**src/logic/tenure_pkg.sv**
```systemverilog
// constants, field layouts and types shared by the dma bus tenure logic
package tenure_pkg;

	localparam int CLK_PERIOD_NS = 10;

	// least time in ns to whole clock cycles, never below one
	function automatic int cycles_min(input int ns);
		int c;
		c = (ns + CLK_PERIOD_NS - 1) / CLK_PERIOD_NS;
		return (c < 1) ? 1 : c;
	endfunction : cycles_min

	// register byte offsets
	localparam logic [7:0] CTRL_OFFSET     = 8'h00;
	localparam logic [7:0] TENURE_OFFSET   = 8'h04;
	localparam logic [7:0] BACKOFF_OFFSET  = 8'h08;
	localparam logic [7:0] PCI_ADDR_OFFSET = 8'h0C;
	localparam logic [7:0] STATUS_OFFSET   = 8'h10;
	localparam logic [7:0] COUNT_OFFSET    = 8'h14;

	// control field positions
	localparam int CTRL_ENABLE_BIT = 0;
	localparam int CTRL_POLICY_BIT = 1;
	localparam int CTRL_DIR_BIT    = 2;
	localparam int CTRL_BLOCK_BIT  = 3;
	localparam int CTRL_WIDTH_LSB  = 4;
	localparam int CTRL_ABS_LSB    = 6;

	// values after reset
	localparam logic [31:0] CTRL_RESET    = 32'h0000_0080;
	localparam logic [15:0] TENURE_RESET  = 16'h0100;
	localparam logic [15:0] BACKOFF_RESET = 16'h0010;

	// queue watermarks and sizes, in bytes
	localparam int QLEVEL_W        = 9;
	localparam int QUEUE_BYTES     = 256;
	localparam int PCI_WATERMARK   = 128;
	localparam int VME_WATERMARK   = 64;
	localparam int PCI_BUS_BYTES   = 4;

	// idle pci clocks between dma transactions
	localparam int PCI_IDLE_GAP    = 6;

	// vme beat cycle targets
	localparam int VME_RD_SINGLE_NS = 209;
	localparam int VME_RD_BLOCK_NS  = 156;
	localparam int VME_WR_SINGLE_NS = 180;
	localparam int VME_WR_BLOCK_NS  = 116;
	localparam int VME_WR_MBLT_NS   = 112;
	localparam int VME_RD_SINGLE_CYC = cycles_min(VME_RD_SINGLE_NS);
	localparam int VME_RD_BLOCK_CYC  = cycles_min(VME_RD_BLOCK_NS);
	localparam int VME_WR_SINGLE_CYC = cycles_min(VME_WR_SINGLE_NS);
	localparam int VME_WR_BLOCK_CYC  = cycles_min(VME_WR_BLOCK_NS);
	localparam int VME_WR_MBLT_CYC   = cycles_min(VME_WR_MBLT_NS);

	localparam logic [1:0] RESP_OKAY   = 2'h0;
	localparam logic [1:0] RESP_SLVERR = 2'h2;

	typedef enum logic [1:0] {ABS_32, ABS_64, ABS_128} burst_size_type;
	typedef enum logic [1:0] {W_D08, W_D16, W_D32, W_D64} width_type;
	typedef enum logic [1:0] {V_IDLE, V_REQ, V_OWN, V_BACKOFF} vme_state_type;
	typedef enum logic [2:0] {P_IDLE, P_REQ, P_ADDR, P_DATA, P_GAP} pci_state_type;

endpackage : tenure_pkg

```
**src/logic/dma_bus_tenure_control.sv**
```systemverilog
// dma channel bus tenure, vme beat pacing and pci burst pacing
// Contract
// - count dma bytes per vme tenure, end tenure when the byte limit is reached.
// - after a tenure expiry, wait the back-off time before requesting the vme bus.
// - even under release-on-request with no rivals, pause when the byte counter expires.
// - retry coupled pci accesses while dma owns vme; retry posted ones when queue full.
// - vme beats of 8 to 64 bits, single-cycle and block modes.
// - vme beat time is the same for every data width except 64-bit block writes, which pace as multiplexed block.
// - vme reads pace at 209 ns single, 156 ns block and multiplexed block.
// - vme writes pace at 180 ns single, 116 ns block, 112 ns multiplexed block.
// - pci master inserts no wait states, irdy held until transaction completes.
// - pci bursts are full and aligned to the aligned burst size where possible.
// - six idle pci clocks after each transaction before requesting again.
// - aligned burst size allows at most 128 bytes per pci burst.
// - with the pci bus parked on us, start without a fresh request.
// - 32-byte bursts reach about 97 and 98 MB/s on a 32-bit pci bus.
// - request pci only with 128 bytes free (reads) or queued (writes).
// - request vme only with 64 bytes free (reads) or queued (writes).
// - aligned burst size selects 32, 64 or 128 bytes.
//
// Local design decisions: register access over AXI4-Lite and the placing of the registers.
module dma_bus_tenure_control import tenure_pkg::*; (
	// clock, reset and freeze
	input  wire logic                aclk,
	input  wire logic                aresetn,
	input  wire logic                ce,
	// register bus
	input  wire logic [7:0]          awaddr,
	input  wire logic                awvalid,
	output wire logic                awready,
	input  wire logic [31:0]         wdata,
	input  wire logic [3:0]          wstrb,
	input  wire logic                wvalid,
	output wire logic                wready,
	output logic      [1:0]          bresp,
	output logic                     bvalid,
	input  wire logic                bready,
	input  wire logic [7:0]          araddr,
	input  wire logic                arvalid,
	output wire logic                arready,
	output logic      [31:0]         rdata,
	output logic      [1:0]          rresp,
	output logic                     rvalid,
	input  wire logic                rready,
	// dma queue fill level in bytes
	input  wire logic [QLEVEL_W-1:0] queue_level,
	// vme master side
	output wire logic                vme_req,
	input  wire logic                vme_grant,
	input  wire logic                vme_other_req,
	output wire logic                vme_bbsy,
	output logic                     vme_strobe,
	output logic                     vme_addr_cycle,
	output wire logic                vme_write,
	output wire logic [1:0]          vme_width,
	output wire logic                vme_block,
	input  wire logic                vme_ack,
	output wire logic                vme_beat_done,
	// pci slave channel accesses towards vme
	input  wire logic                coupled_access,
	input  wire logic                posted_access,
	input  wire logic                posted_queue_full,
	output wire logic                coupled_retry,
	output wire logic                posted_retry,
	// pci master side
	output wire logic                pci_req_n,
	input  wire logic                pci_gnt_n,
	output wire logic                pci_frame_n,
	output wire logic                pci_irdy_n,
	output wire logic                pci_oe,
	input  wire logic                pci_trdy_n,
	output logic      [31:0]         pci_addr,
	output wire logic                pci_write,
	output wire logic                pci_word_done
);

	function automatic logic [31:0] merge_bytes(input logic [31:0] old, input logic [31:0] nw,
		input logic [3:0] strb);
		logic [31:0] r;
		r = old;
		for (int i = 0; i < 4; i++) begin
			if (strb[i]) begin
				r[i*8 +: 8] = nw[i*8 +: 8];
			end
		end
		return r;
	endfunction : merge_bytes

	// 32, 64 or 128 bytes; the spare code falls back to the largest burst
	function automatic logic [7:0] burst_bytes(input logic [1:0] code);
		case (burst_size_type'(code))
			ABS_32:  return 8'h20;
			ABS_64:  return 8'h40;
			default: return 8'h80;
		endcase
	endfunction : burst_bytes

	logic [31:0]   ctrl_r;
	logic [15:0]   tenure_limit_r, backoff_r, tenure_cnt_r, backoff_cnt_r;
	vme_state_type vme_state_r;
	pci_state_type pci_state_r;
	logic          beat_active_r, first_beat_r;
	logic [4:0]    beat_timer_r;
	logic [5:0]    words_r;
	logic [2:0]    gap_r;

	// ------- control decode
	wire                enable     = ctrl_r[CTRL_ENABLE_BIT];
	wire                release_on_request_policy = ctrl_r[CTRL_POLICY_BIT];
	wire                pci_to_vme = ctrl_r[CTRL_DIR_BIT];
	wire [1:0]          width      = ctrl_r[CTRL_WIDTH_LSB +: 2];
	wire [QLEVEL_W-1:0] free_bytes = QLEVEL_W'(QUEUE_BYTES) - queue_level;
	wire [3:0]          beat_bytes = 4'h1 << width;
	wire                mblt       = vme_block && (width_type'(width) == W_D64);

	assign vme_write = pci_to_vme;
	assign vme_width = width;
	assign vme_block = ctrl_r[CTRL_BLOCK_BIT];
	assign pci_write = !pci_to_vme;

	// pacing depends on direction and mode; width only picks multiplexed block for D64 block writes
	wire [4:0] beat_cycles = vme_write ?
		(mblt ? 5'(VME_WR_MBLT_CYC) : vme_block ? 5'(VME_WR_BLOCK_CYC) : 5'(VME_WR_SINGLE_CYC)) :
		(vme_block ? 5'(VME_RD_BLOCK_CYC) : 5'(VME_RD_SINGLE_CYC));

	wire vme_ok = vme_write ? (queue_level >= QLEVEL_W'(VME_WATERMARK))
		: (free_bytes >= QLEVEL_W'(VME_WATERMARK));
	wire beat_ok = vme_write ? (queue_level >= QLEVEL_W'(beat_bytes))
		: (free_bytes >= QLEVEL_W'(beat_bytes));
	wire pci_ok = pci_write ? (queue_level >= QLEVEL_W'(PCI_WATERMARK))
		: (free_bytes >= QLEVEL_W'(PCI_WATERMARK));

	// ------- vme tenure
	wire owned      = vme_state_r == V_OWN;
	wire expired    = (tenure_limit_r != 16'h0000) && (tenure_cnt_r >= tenure_limit_r);
	wire beat_start = owned && !beat_active_r && beat_timer_r == 5'h00 && enable && beat_ok && !expired;
	wire beat_end   = beat_active_r && vme_ack;
	wire idle_beat  = owned && !beat_active_r;

	assign vme_req       = vme_state_r == V_REQ;
	assign vme_bbsy      = owned;
	assign vme_beat_done = beat_end;
	assign coupled_retry = coupled_access && owned;
	assign posted_retry  = posted_access && posted_queue_full;

	always_ff @(posedge aclk) begin
		if (!aresetn) begin
			vme_state_r   <= V_IDLE;
			tenure_cnt_r  <= 16'h0000;
			backoff_cnt_r <= 16'h0000;
		end else if (ce) begin
			case (vme_state_r)
				V_IDLE: begin
					if (enable && vme_ok) begin
						vme_state_r <= V_REQ;
					end
				end
				V_REQ: begin
					if (vme_grant) begin
						vme_state_r  <= V_OWN;
						tenure_cnt_r <= 16'h0000;
					end
				end
				V_OWN: begin
					if (beat_end) begin
						tenure_cnt_r <= tenure_cnt_r + 16'(beat_bytes);
					end
					if (idle_beat && expired) begin
						vme_state_r   <= V_BACKOFF;
						backoff_cnt_r <= backoff_r;
					end else if (idle_beat && (!enable || (release_on_request_policy ? vme_other_req : !beat_ok))) begin
						vme_state_r <= V_IDLE;
					end
				end
				default: begin
					if (backoff_cnt_r == 16'h0000) begin
						vme_state_r <= V_IDLE;
					end else begin
						backoff_cnt_r <= backoff_cnt_r - 16'h0001;
					end
				end
			endcase
		end
	end

	// beat engine: strobe until acknowledged, next start no sooner than one cycle target
	always_ff @(posedge aclk) begin
		if (!aresetn) begin
			beat_active_r  <= 1'b0;
			beat_timer_r   <= 5'h00;
			first_beat_r   <= 1'b1;
			vme_strobe     <= 1'b0;
			vme_addr_cycle <= 1'b0;
		end else if (ce) begin
			if (beat_timer_r != 5'h00) begin
				beat_timer_r <= beat_timer_r - 5'h01;
			end
			if (beat_start) begin
				beat_active_r  <= 1'b1;
				beat_timer_r   <= beat_cycles - 5'h01;
				vme_strobe     <= 1'b1;
				vme_addr_cycle <= first_beat_r || !vme_block;
				first_beat_r   <= 1'b0;
			end else if (beat_end) begin
				beat_active_r  <= 1'b0;
				vme_strobe     <= 1'b0;
				vme_addr_cycle <= 1'b0;
			end
			if (!owned) begin
				first_beat_r <= 1'b1;
			end
		end
	end

	// ------- pci bursts
	wire [7:0]  burst_len = burst_bytes(ctrl_r[CTRL_ABS_LSB +: 2]);
	wire [7:0]  misalign  = pci_addr[7:0] & (burst_len - 8'h01);
	wire [5:0]  words_nxt = 6'((burst_len - misalign) >> 2);
	wire        word_take = pci_state_r == P_DATA && !pci_trdy_n;
	wire        last_take = word_take && words_r == 6'h01;
	wire        pci_start = pci_state_r == P_IDLE && enable && pci_ok;

	assign pci_req_n     = pci_state_r != P_REQ;
	assign pci_frame_n   = !(pci_state_r == P_ADDR || (pci_state_r == P_DATA && words_r != 6'h01));
	assign pci_irdy_n    = pci_state_r != P_DATA;
	assign pci_oe        = pci_state_r == P_ADDR || pci_state_r == P_DATA;
	assign pci_word_done = word_take;

	always_ff @(posedge aclk) begin
		if (!aresetn) begin
			pci_state_r <= P_IDLE;
			words_r     <= 6'h00;
			gap_r       <= 3'h0;
		end else if (ce) begin
			case (pci_state_r)
				P_IDLE: begin
					if (pci_start) begin
						pci_state_r <= pci_gnt_n ? P_REQ : P_ADDR;
						words_r     <= words_nxt;
					end
				end
				P_REQ: begin
					if (!pci_gnt_n) begin
						pci_state_r <= P_ADDR;
					end
				end
				P_ADDR: pci_state_r <= P_DATA;
				P_DATA: begin
					if (word_take) begin
						words_r <= words_r - 6'h01;
					end
					if (last_take) begin
						pci_state_r <= P_GAP;
						gap_r       <= 3'(PCI_IDLE_GAP - 1);
					end
				end
				default: begin
					if (gap_r == 3'h0) begin
						pci_state_r <= P_IDLE;
					end else begin
						gap_r <= gap_r - 3'h1;
					end
				end
			endcase
		end
	end

	// ------- register bus
	wire wr_take = ce && awvalid && wvalid && !bvalid;
	wire rd_take = ce && arvalid && !rvalid;
	wire aw_map  = awaddr == CTRL_OFFSET || awaddr == TENURE_OFFSET || awaddr == BACKOFF_OFFSET
		|| awaddr == PCI_ADDR_OFFSET;
	wire [31:0] status_word = {24'h000000, 1'b0, pci_state_r, vme_state_r, owned, expired};
	wire [31:0] rd_word;
	wire        rd_map;

	assign awready = wr_take;
	assign wready  = wr_take;
	assign arready = rd_take;
	assign rd_map  = araddr == CTRL_OFFSET || araddr == TENURE_OFFSET || araddr == BACKOFF_OFFSET
		|| araddr == PCI_ADDR_OFFSET || araddr == STATUS_OFFSET || araddr == COUNT_OFFSET;
	assign rd_word = (araddr == CTRL_OFFSET)     ? ctrl_r :
		(araddr == TENURE_OFFSET)   ? {16'h0000, tenure_limit_r} :
		(araddr == BACKOFF_OFFSET)  ? {16'h0000, backoff_r} :
		(araddr == PCI_ADDR_OFFSET) ? pci_addr :
		(araddr == STATUS_OFFSET)   ? status_word :
		(araddr == COUNT_OFFSET)    ? {16'h0000, tenure_cnt_r} : 32'h0000_0000;

	always_ff @(posedge aclk) begin
		if (!aresetn) begin
			ctrl_r         <= CTRL_RESET;
			tenure_limit_r <= TENURE_RESET;
			backoff_r      <= BACKOFF_RESET;
			pci_addr       <= 32'h0000_0000;
			bvalid         <= 1'b0;
			bresp          <= RESP_OKAY;
		end else if (ce) begin
			if (word_take) begin
				pci_addr <= pci_addr + 32'(PCI_BUS_BYTES);
			end
			if (wr_take) begin
				bvalid <= 1'b1;
				bresp  <= aw_map ? RESP_OKAY : RESP_SLVERR;
				if (awaddr == CTRL_OFFSET) begin
					ctrl_r <= merge_bytes(ctrl_r, wdata, wstrb);
				end else if (awaddr == TENURE_OFFSET) begin
					tenure_limit_r <= 16'(merge_bytes({16'h0000, tenure_limit_r}, wdata, wstrb));
				end else if (awaddr == BACKOFF_OFFSET) begin
					backoff_r <= 16'(merge_bytes({16'h0000, backoff_r}, wdata, wstrb));
				end else if (awaddr == PCI_ADDR_OFFSET && !pci_oe) begin
					pci_addr <= merge_bytes(pci_addr, wdata, wstrb) & 32'hFFFF_FFFC;
				end
			end else if (bready) begin
				bvalid <= 1'b0;
			end
		end
	end

	always_ff @(posedge aclk) begin
		if (!aresetn) begin
			rvalid <= 1'b0;
			rdata  <= 32'h0000_0000;
			rresp  <= RESP_OKAY;
		end else if (ce) begin
			if (rd_take) begin
				rvalid <= 1'b1;
				rdata  <= rd_word;
				rresp  <= rd_map ? RESP_OKAY : RESP_SLVERR;
			end else if (rready) begin
				rvalid <= 1'b0;
			end
		end
	end
endmodule : dma_bus_tenure_control

```
**config.mk**
```make
export PLATFORM = sky130hd
export DESIGN_NAME = dma_bus_tenure_control
export DESIGN_NICKNAME = d
export VERILOG_FILES = /design/src/logic/tenure_pkg.sv /design/src/logic/dma_bus_tenure_control.sv
export SDC_FILE = /design/constraint.sdc
export NUM_CORES = 1
export LEC_CHECK = 0
export ABC_CLOCK_PERIOD_IN_PS = 7380
export BUFFER_PORTS_ARGS = -buffer_cell sky130_fd_sc_hd__buf_4
export CORE_UTILIZATION = 47
export DETAILED_ROUTE_END_ITERATION = 8
export PLACE_DENSITY = 0.75
export SETUP_SLACK_MARGIN = 0.4
export SLEW_MARGIN = 25
export SYNTH_ARGS = -nofsm -noshare
export SYNTH_HDL_FRONTEND = slang
export SYNTH_SLANG_ARGS = --single-unit
```
**constraint.sdc**
```tcl
create_clock -name aclk -period 7.38 [get_ports aclk]
set_input_delay 1.845 -clock aclk [delete_from_list [all_inputs] [get_ports aclk]]
set_output_delay 1.845 -clock aclk [all_outputs]
set_load 0.02 [all_outputs]
```
==> flow_summary_export.csv, run 1 <==
group,metric,value,unit
outcome,outcome,"finished, final reports clean",
timing,timing.final.crit_period,5030,ps
global_route,largest_net_degree_at_the_start_of_global_routing,106,
finish,layout_cell_share_with_drive_strength_beyond_1,0.172,
timing,hold_viol_final,0,
clock_tree,clk_pin_slew,70,ps
min_path,worstHoldPathCells,2,
timing,slew_headroom,0.236,
clock_tree,clock_tree_from_tritoncts,"built",
floorplanning,dieArea,22600,um2
logic_synthesis,mappedNetlistArea,10400,um2
finish,number_of_filler_instances_in_the_final_layout,1980,
placement,post-dp-hpwl,22600,um
clock_tree,clock_sinks,184,
logic_synthesis,syn-mean-instance-area,7.67,um2
pwr,power.share.sequential,0.481,
placement,port_buffers,162,
clock_tree,cts_made_buffers,17,
placement,placedCellCount,1714,
setup_path,timing.critical_path.from_type,"input port",
timing,worst_hold_slack,453,ps
run,maxcap_viol_count,0,
setup_path,setup.worst_path.class,"input port to primary output",
logic_synthesis,share_of_synthesized_flip_flops_with_an_asynchronous_set_or_reset,0,
finish,areaGrowthSynthToFinish,18.2,%
timing,timing.final.setup_violations,0,
timing,tightestPinTransition,1140,ps
pwr,p_leak,4.79,nW
finish,finish.net_count,1581,
global_route,grt_use_total,0.280,
floorplanning,floorplan.core_area,21300,um2
setup_path,crit_path_max_fanout,32,
setup_path,regToRegSetupSlack,3740,ps
timing,fmaxAchievable,0.199,GHz
pwr,share_comb_of_total_power,0.090,
finish,layoutNonFillerInstCount,1746,
global_route,grt_pass1_wl,49800,um
pwr,switching_share,0.275,
global_route,global_route.overflow_total,0,
drt,via_cell_ratio,6.01,
clock_tree,cts_hold_buffers_added,0,
timing,fin_tns_setup,0,ps
min_path,worstHoldEndpoint,"ctrl_r[24]$_SDFFE_PN0P_",
logic_synthesis,synth_enable_flop_cells,0,
clock_tree,ctsLongestPathBuffers,2,
clock_tree,setup_repair_bufs_after_cts,0,
min_path,hold_path.startpoint,"ctrl_r[24]$_SDFFE_PN0P_",
setup_path,cp.arrival,3190,ps
clock_tree,htree_levels,4,
setup_path,worst_ep_required_time,5540,ps
floorplanning,design.portCount,167,
logic_synthesis,yosysSeqAreaShare,0.356,
drt,route.vias.total,10500,
drt,firstDrtPassIters,6,
logic_synthesis,synth-seq-cells,184,
global_route,antenna_found_initial,1,
logic_synthesis,synth_cell_types,77,
logic_synthesis,netlist_top_cells_area,"dfxtp_1 (36%), nand2_1 (7.5%), a21oi_1 (7.5%), ha_1 (5.4%), nor2_1 (4.8%)",
drt,avgRoutedWirePerCell,18.0,um
finish,diodes,0,
floorplanning,dieWidth,150,um
pwr,power.ir.vdd_worst,0.000131,V
floorplanning,row_count,53,
drt,route.detailed.drc,0,
timing,drv_slew,0,
pwr,total_power,2.12,mW
pwr,power.density,173,nW/um2
floorplanning,fp.dieH,150,um
logic_synthesis,synthDominantAreaCellType,"dfxtp_1",
logic_synthesis,yosysWarnings,0,
setup_path,crit_end_element,"primary output",
drt,wl,31500,um
timing,rsz_0062_raised_after_global_routing,"no",
logic_synthesis,synth_top_area_frac,0.356,
placement,finalWeightedCongestion,0.905,
timing,final.setup_skew,10.9,ps
setup_path,rr_endpoint,"beat_timer_r[4]$_SDFFE_PN0P_",
setup_path,regToRegStartpoint,"ctrl_r[2]$_SDFFE_PN0P_",
pwr,switching_power,0.582,mW
pwr,power.share.clock,0.430,
timing,portion_of_the_clock_cycle_consumed_by_the_worst_path_in_the_final_layout,0.682,
drt,route.antenna.remaining_nets,0,
clock_tree,clkLatencyLatePin,440,ps
drt,first_iter_violations,707,
logic_synthesis,synth_flop_cell,"dfxtp_1",
pwr,power_report.internal_total,1.54,mW
logic_synthesis,netlist_instances,1350,
setup_path,worstRegToRegCells,11,
min_path,holdCritPathClass,"register to register",
clock_tree,cts_root_buffer,"clkbuf_16",
clock_tree,number_of_gates_given_a_new_drive_strength_after_cts,0,
floorplanning,floorplan.initialDensity,0.487,
global_route,grt_pass1_vias,9599,
registers in the layout, indices dropped and copies added, names as in the netlist:
register and count:
tenure_cnt_r 16, bresp 1, rvalid 1, vme_addr_cycle 1, gap_r 3, words_r 6
bvalid 1, beat_active_r 1, tenure_limit_r 16, rresp 1, ctrl_r 32, beat_timer_r 5
pci_state_r 3, first_beat_r 1, rdata 32, pci_addr 30, backoff_r 16, vme_state_r 2
backoff_cnt_r 16
power groups by stage:
stage / sequential (mW) / combinational [mW] / clock (mW)
2_1_floorplan: 1.05 / 0.0886 / 0
3_3_place_gp: 1.04 / 0.187 / 0
3_5_place_dp: 1.04 / 0.188 / 0
4_1_cts: 1.02 / 0.189 / 0.915
5_1_grt: 1.02 / 0.207 / 0.961
6_report: 1.02 / 0.190 / 0.910
cell usage after synthesis (4+ instances only):
cell type / instances
nand2_1: 207
dfxtp_1: 184
a21oi_1: 155
nor2_1: 132
o21ai_0: 76
clkbuf_1: 73
inv_1: 54
nor3_1: 51
ha_1: 45
a221oi_1: 32
nand3_1: 29
mux2i_1: 23
a31oi_1: 19
and2_1: 17
nand4_1: 16
nor4_1: 16
or2_2: 15
and3_1: 12
nand2b_1: 12
xor2_1: 11
a21o_1: 10
xnor2_1: 10
a211oi_1: 9
mux4_2: 9
o22ai_1: 9
buf_4: 8
o221a_2: 8
or3_1: 8
nor2b_1: 7
a22oi_1: 6
and4_1: 6
o31ai_1: 5
o21a_1: 4
o21bai_1: 4
through the flow:
stage                     setup slack (ps)  area, um2  utilization
final                                 2350      12200        0.575
after CTS                             2380      12200        0.575
after detailed placement              2280      11600        0.547
after global placement                2350      11600        0.547
after floorplan                       2500      10400            -
after global routing                  2310      12200        0.575
cell type report:
type                       count  area, um2  share of cell area
clock inverter                15        165              0.0135
sequential                   184       3680               0.301
multi-input combinational   1024       6090               0.498
timing repair buffer         175       1320               0.108
inverter                      56        213              0.0174
clock buffer                  17        425              0.0348
tap                          275        344              0.0281
metal layers:
| metal | share of wire | global-route usage | vias up |
|---|---|---|---|
| li1 | - | - | 5027 |
| met5 | 0 | 0 | - |
| met3 | 0.085 | 0.0536 | 44 |
| met4 | 0.020 | 0.101 | 0 |
| met1 | 0.45 | 0.394 | 4971 |
| met2 | 0.45 | 0.425 | 444 |
worst max-delay path: stages:
cell and delay [ps]:
buf_4 230, nand2_1 100, or2_2 570, clkinv_1 200, buf_4 200
layout by cell type (no fill, tap or decap), types with 23 or more instances in the layout:
| cell type | n |
|---|---|
| nand2_1 | 207 |
| dfxtp_1 | 184 |
| buf_4 | 174 |
| a21oi_1 | 155 |
| nor2_1 | 131 |
| o21ai_0 | 74 |
| inv_1 | 54 |
| nor3_1 | 51 |
| ha_1 | 45 |
| a221oi_1 | 32 |
| nand3_1 | 29 |
| mux2i_1 | 23 |
how the worst max path moves through the flow:
stage	from	to	slack (ps)	depth (start not counted)
detailed placement	queue_level[0]	beat_timer_r[4]$_SDFFE_PN0P_	2280	15
finish	ce	arready	2350	5
global route	ce	arready	2310	5
floorplan	ce	arready	2500	6
CTS	ce	arready	2380	5
global placement	queue_level[0]	beat_timer_r[4]$_SDFFE_PN0P_	2350	15
logic make-up (layout without fill, tap and decap cells):
group / Yosys count / count (layout) / synth area share
adders and majority gates: 46 / 46 / 0.0563
xor gates and xnor gates: 21 / 21 / 0.0178
muxes: 32 / 32 / 0.0418
AOI/OAI and AO/OA: 373 / 373 / 0.225
other: 1 / 4 / 0.000362
DFF: 184 / 184 / 0.356
buffers and inverters: 145 / 263 / 0.0585
and+or+nand+nor: 548 / 548 / 0.245
(Power assumes the default switching activity.)
==> run 2, diff against run 1 <==
Settings changed: ABC_CLOCK_PERIOD_IN_PS 7380 to 4100, PLACE_DENSITY 0.75 to 0.78.
Clock period 7.38 ns to 4.1 ns, I/O delays scaled along.
==> run 2 against run 1 <==
Against the previous run:
- via count increased by 0.80%
- global-route usage decreased by 0.072 points
- largest power group unchanged
- sequential power increased by 79%
- flip-flop and latch count unchanged
- critical path depth increased by 8
- setup slack got worse by 1700 ps
- worst hold slack improved by 2.9 ps
- cell area increased by 0.92%
- combinational power increased by 85%
- largest cell class unchanged
- register-to-register slack got worse by 2900 ps
- power increased by 80%
==> flow_summary_export.csv, run 2 (same netlist as run 1, synthesis figures left out) <==
group,metric,value,unit
pwr,power.ir.vdd_worst,0.000236,V
global_route,grt_pass1_vias,9745,
global_route,groute.layer.met3.usage,0.0561,
floorplanning,design.portCount,167,
global_route,met1_usage,0.384,
clock_tree,ctsLongestPathBuffers,2,
run,maxcap_viol_count,0,
clock_tree,number_of_gates_given_a_new_drive_strength_after_cts,0,
clock_tree,clock_tree_from_tritoncts,"built",
floorplanning,floorplan.initialDensity,0.487,
pwr,p_leak,4.87,nW
global_route,grt_use_total,0.280,
clock_tree,clk_pin_slew,70,ps
floorplanning,row_count,53,
setup_path,timing.critical_path.cells,"buf_4 -> or4_4 -> a2111o_1 -> a2111o_1 -> a21o_1 -> and4_1 -> and2_4 -> a21oi_2 -> ha_2 -> nand3_1 -> nor3b_1 -> o21ai_1 -> o22ai_1",
setup_path,regToRegSetupSlack,840,ps
finish,areaGrowthSynthToFinish,19.3,%
clock_tree,setup_repair_bufs_after_cts,0,
setup_path,cp_dominant_cell_by_count,"a2111o_1",
setup_path,crit_path_max_fanout,6,
placement,port_buffers,162,
setup_path,worst_ep_required_time,4460,ps
floorplanning,fp.dieH,150,um
finish,finish.net_count,1595,
placement,placedCellCount,1728,
clock_tree,clock_sinks,184,
timing,final.setup_skew,10.3,ps
timing,portion_of_the_clock_cycle_consumed_by_the_worst_path_in_the_final_layout,0.848,
clock_tree,clkLatencyLatePin,450,ps
finish,layout_cell_share_with_drive_strength_beyond_1,0.182,
timing,slew_headroom,0.297,
clock_tree,cts_made_buffers,17,
timing,worst_hold_slack,456,ps
timing,tightestPinTransition,1050,ps
drt,route.vias.total,10600,
drt,firstDrtPassIters,6,
placement,pre_cts_slack,184,ps
drt,route.antenna.remaining_nets,0,
floorplanning,floorplan.core_area,21300,um2
timing,drv_slew,0,
clock_tree,htree_levels,4,
global_route,grt_pass1_wl,49500,um
placement,post-dp-hpwl,22700,um
timing,timing.final.crit_period,3480,ps
global_route,antenna_found_initial,0,
global_route,global_route.overflow_total,0,
finish,layout.cells.most_common_list,"nand2_1 (207), buf_4 (189), dfxtp_1 (184)",
timing,layout_setup_ws,625,ps
finish,reg_top3,"ctrl_r x32, rdata x32, pci_addr x30",
timing,fin_tns_setup,0,ps
setup_path,cp.arrival,3840,ps
timing,fmaxAchievable,0.288,GHz
min_path,holdCritPathClass,"register to register",
finish,layout_commonest_cell,"nand2_1",
timing,rsz_0062_raised_after_global_routing,"no",
drt,route.detailed.drc,0,
finish,diodes,0,
setup_path,timing.critical_path.from_type,"input port",
drt,avgRoutedWirePerCell,17.9,um
floorplanning,dieWidth,150,um
placement,finalWeightedCongestion,0.894,
drt,first_iter_violations,874,
timing,hold_viol_final,0,
global_route,use_met2,0.432,
setup_path,crit_end_element,"register",
global_route,global_route_layer_with_the_greatest_usage,"met2",
drt,via_cell_ratio,6.01,
outcome,outcome,"finished, final reports clean",
timing,timing.final.setup_violations,0,
clock_tree,cts_root_buffer,"clkbuf_16",
floorplanning,dieArea,22600,um2
clock_tree,cts_hold_buffers_added,0,
setup_path,cp_slowest_cell,"or4_4",
drt,wl,31500,um
global_route,largest_net_degree_at_the_start_of_global_routing,89,
finish,layoutNonFillerInstCount,1760,
setup_path,stage_delay_of_the_slowest_cell_on_the_critical_path,560,ps
pwr,power.density,309,nW/um2
setup_path,setup.worst_path.class,"input port to register",
## run 2: final timing paths
check                                 end                           start  cells after the start
min               ctrl_r[11]$_SDFFE_PN0P_         ctrl_r[11]$_SDFFE_PN0P_                      2
max reg2reg  beat_timer_r[2]$_SDFFE_PN0P_  tenure_limit_r[2]$_SDFFE_PN0P_                     13
max          beat_timer_r[4]$_SDFFE_PN0P_                  queue_level[0]                     13
min reg2reg       ctrl_r[11]$_SDFFE_PN0P_         ctrl_r[11]$_SDFFE_PN0P_                      2
## run 2: final cells by class
cell class              instances  area (um2)
clock buffers                  17         425
clock inverters                15         155
fillers                      1994        8930
inverters                      56         213
multi-input cells            1024        6110
flip-flops and latches        184        3680
well taps                     275         344
repair buffers                189        1420
## run 2: critical path: cells and delay by family
family          cells  cell delay, ps
simple gates        5            1180
buf+inv             1             130
compound gates      6            1260
fa+ha+maj           1             240
## run 2: power breakdown
part | internal (mW) | leakage, nW | total (mW) | switching (mW)
combinational | 0.144 | 3.10 | 0.352 | 0.208
sequential | 1.81 | 1.49 | 1.83 | 0.0201
clock | 0.816 | 0.283 | 1.63 | 0.817
total | 2.77 | 4.87 | 3.82 | 1.04
## run 2: metrics by stage
stage | instance area, um2 | utilization | power (mW)
floorplan | 10400 | - | 2.06
global placement | 11800 | 0.553 | 2.22
detailed placement | 11800 | 0.553 | 2.22
CTS | 12400 | 0.580 | 3.83
global route | 12400 | 0.580 | 3.94
finish | 12400 | 0.580 | 3.82
## run 2: routing by layer
metal,vias to the layer above,wire length [um],share of wire
met2,543,14200,0.45
met4,0,705,0.022
li1,5063,-,-
met1,4900,13400,0.43
met5,-,0,0
met3,64,3200,0.10
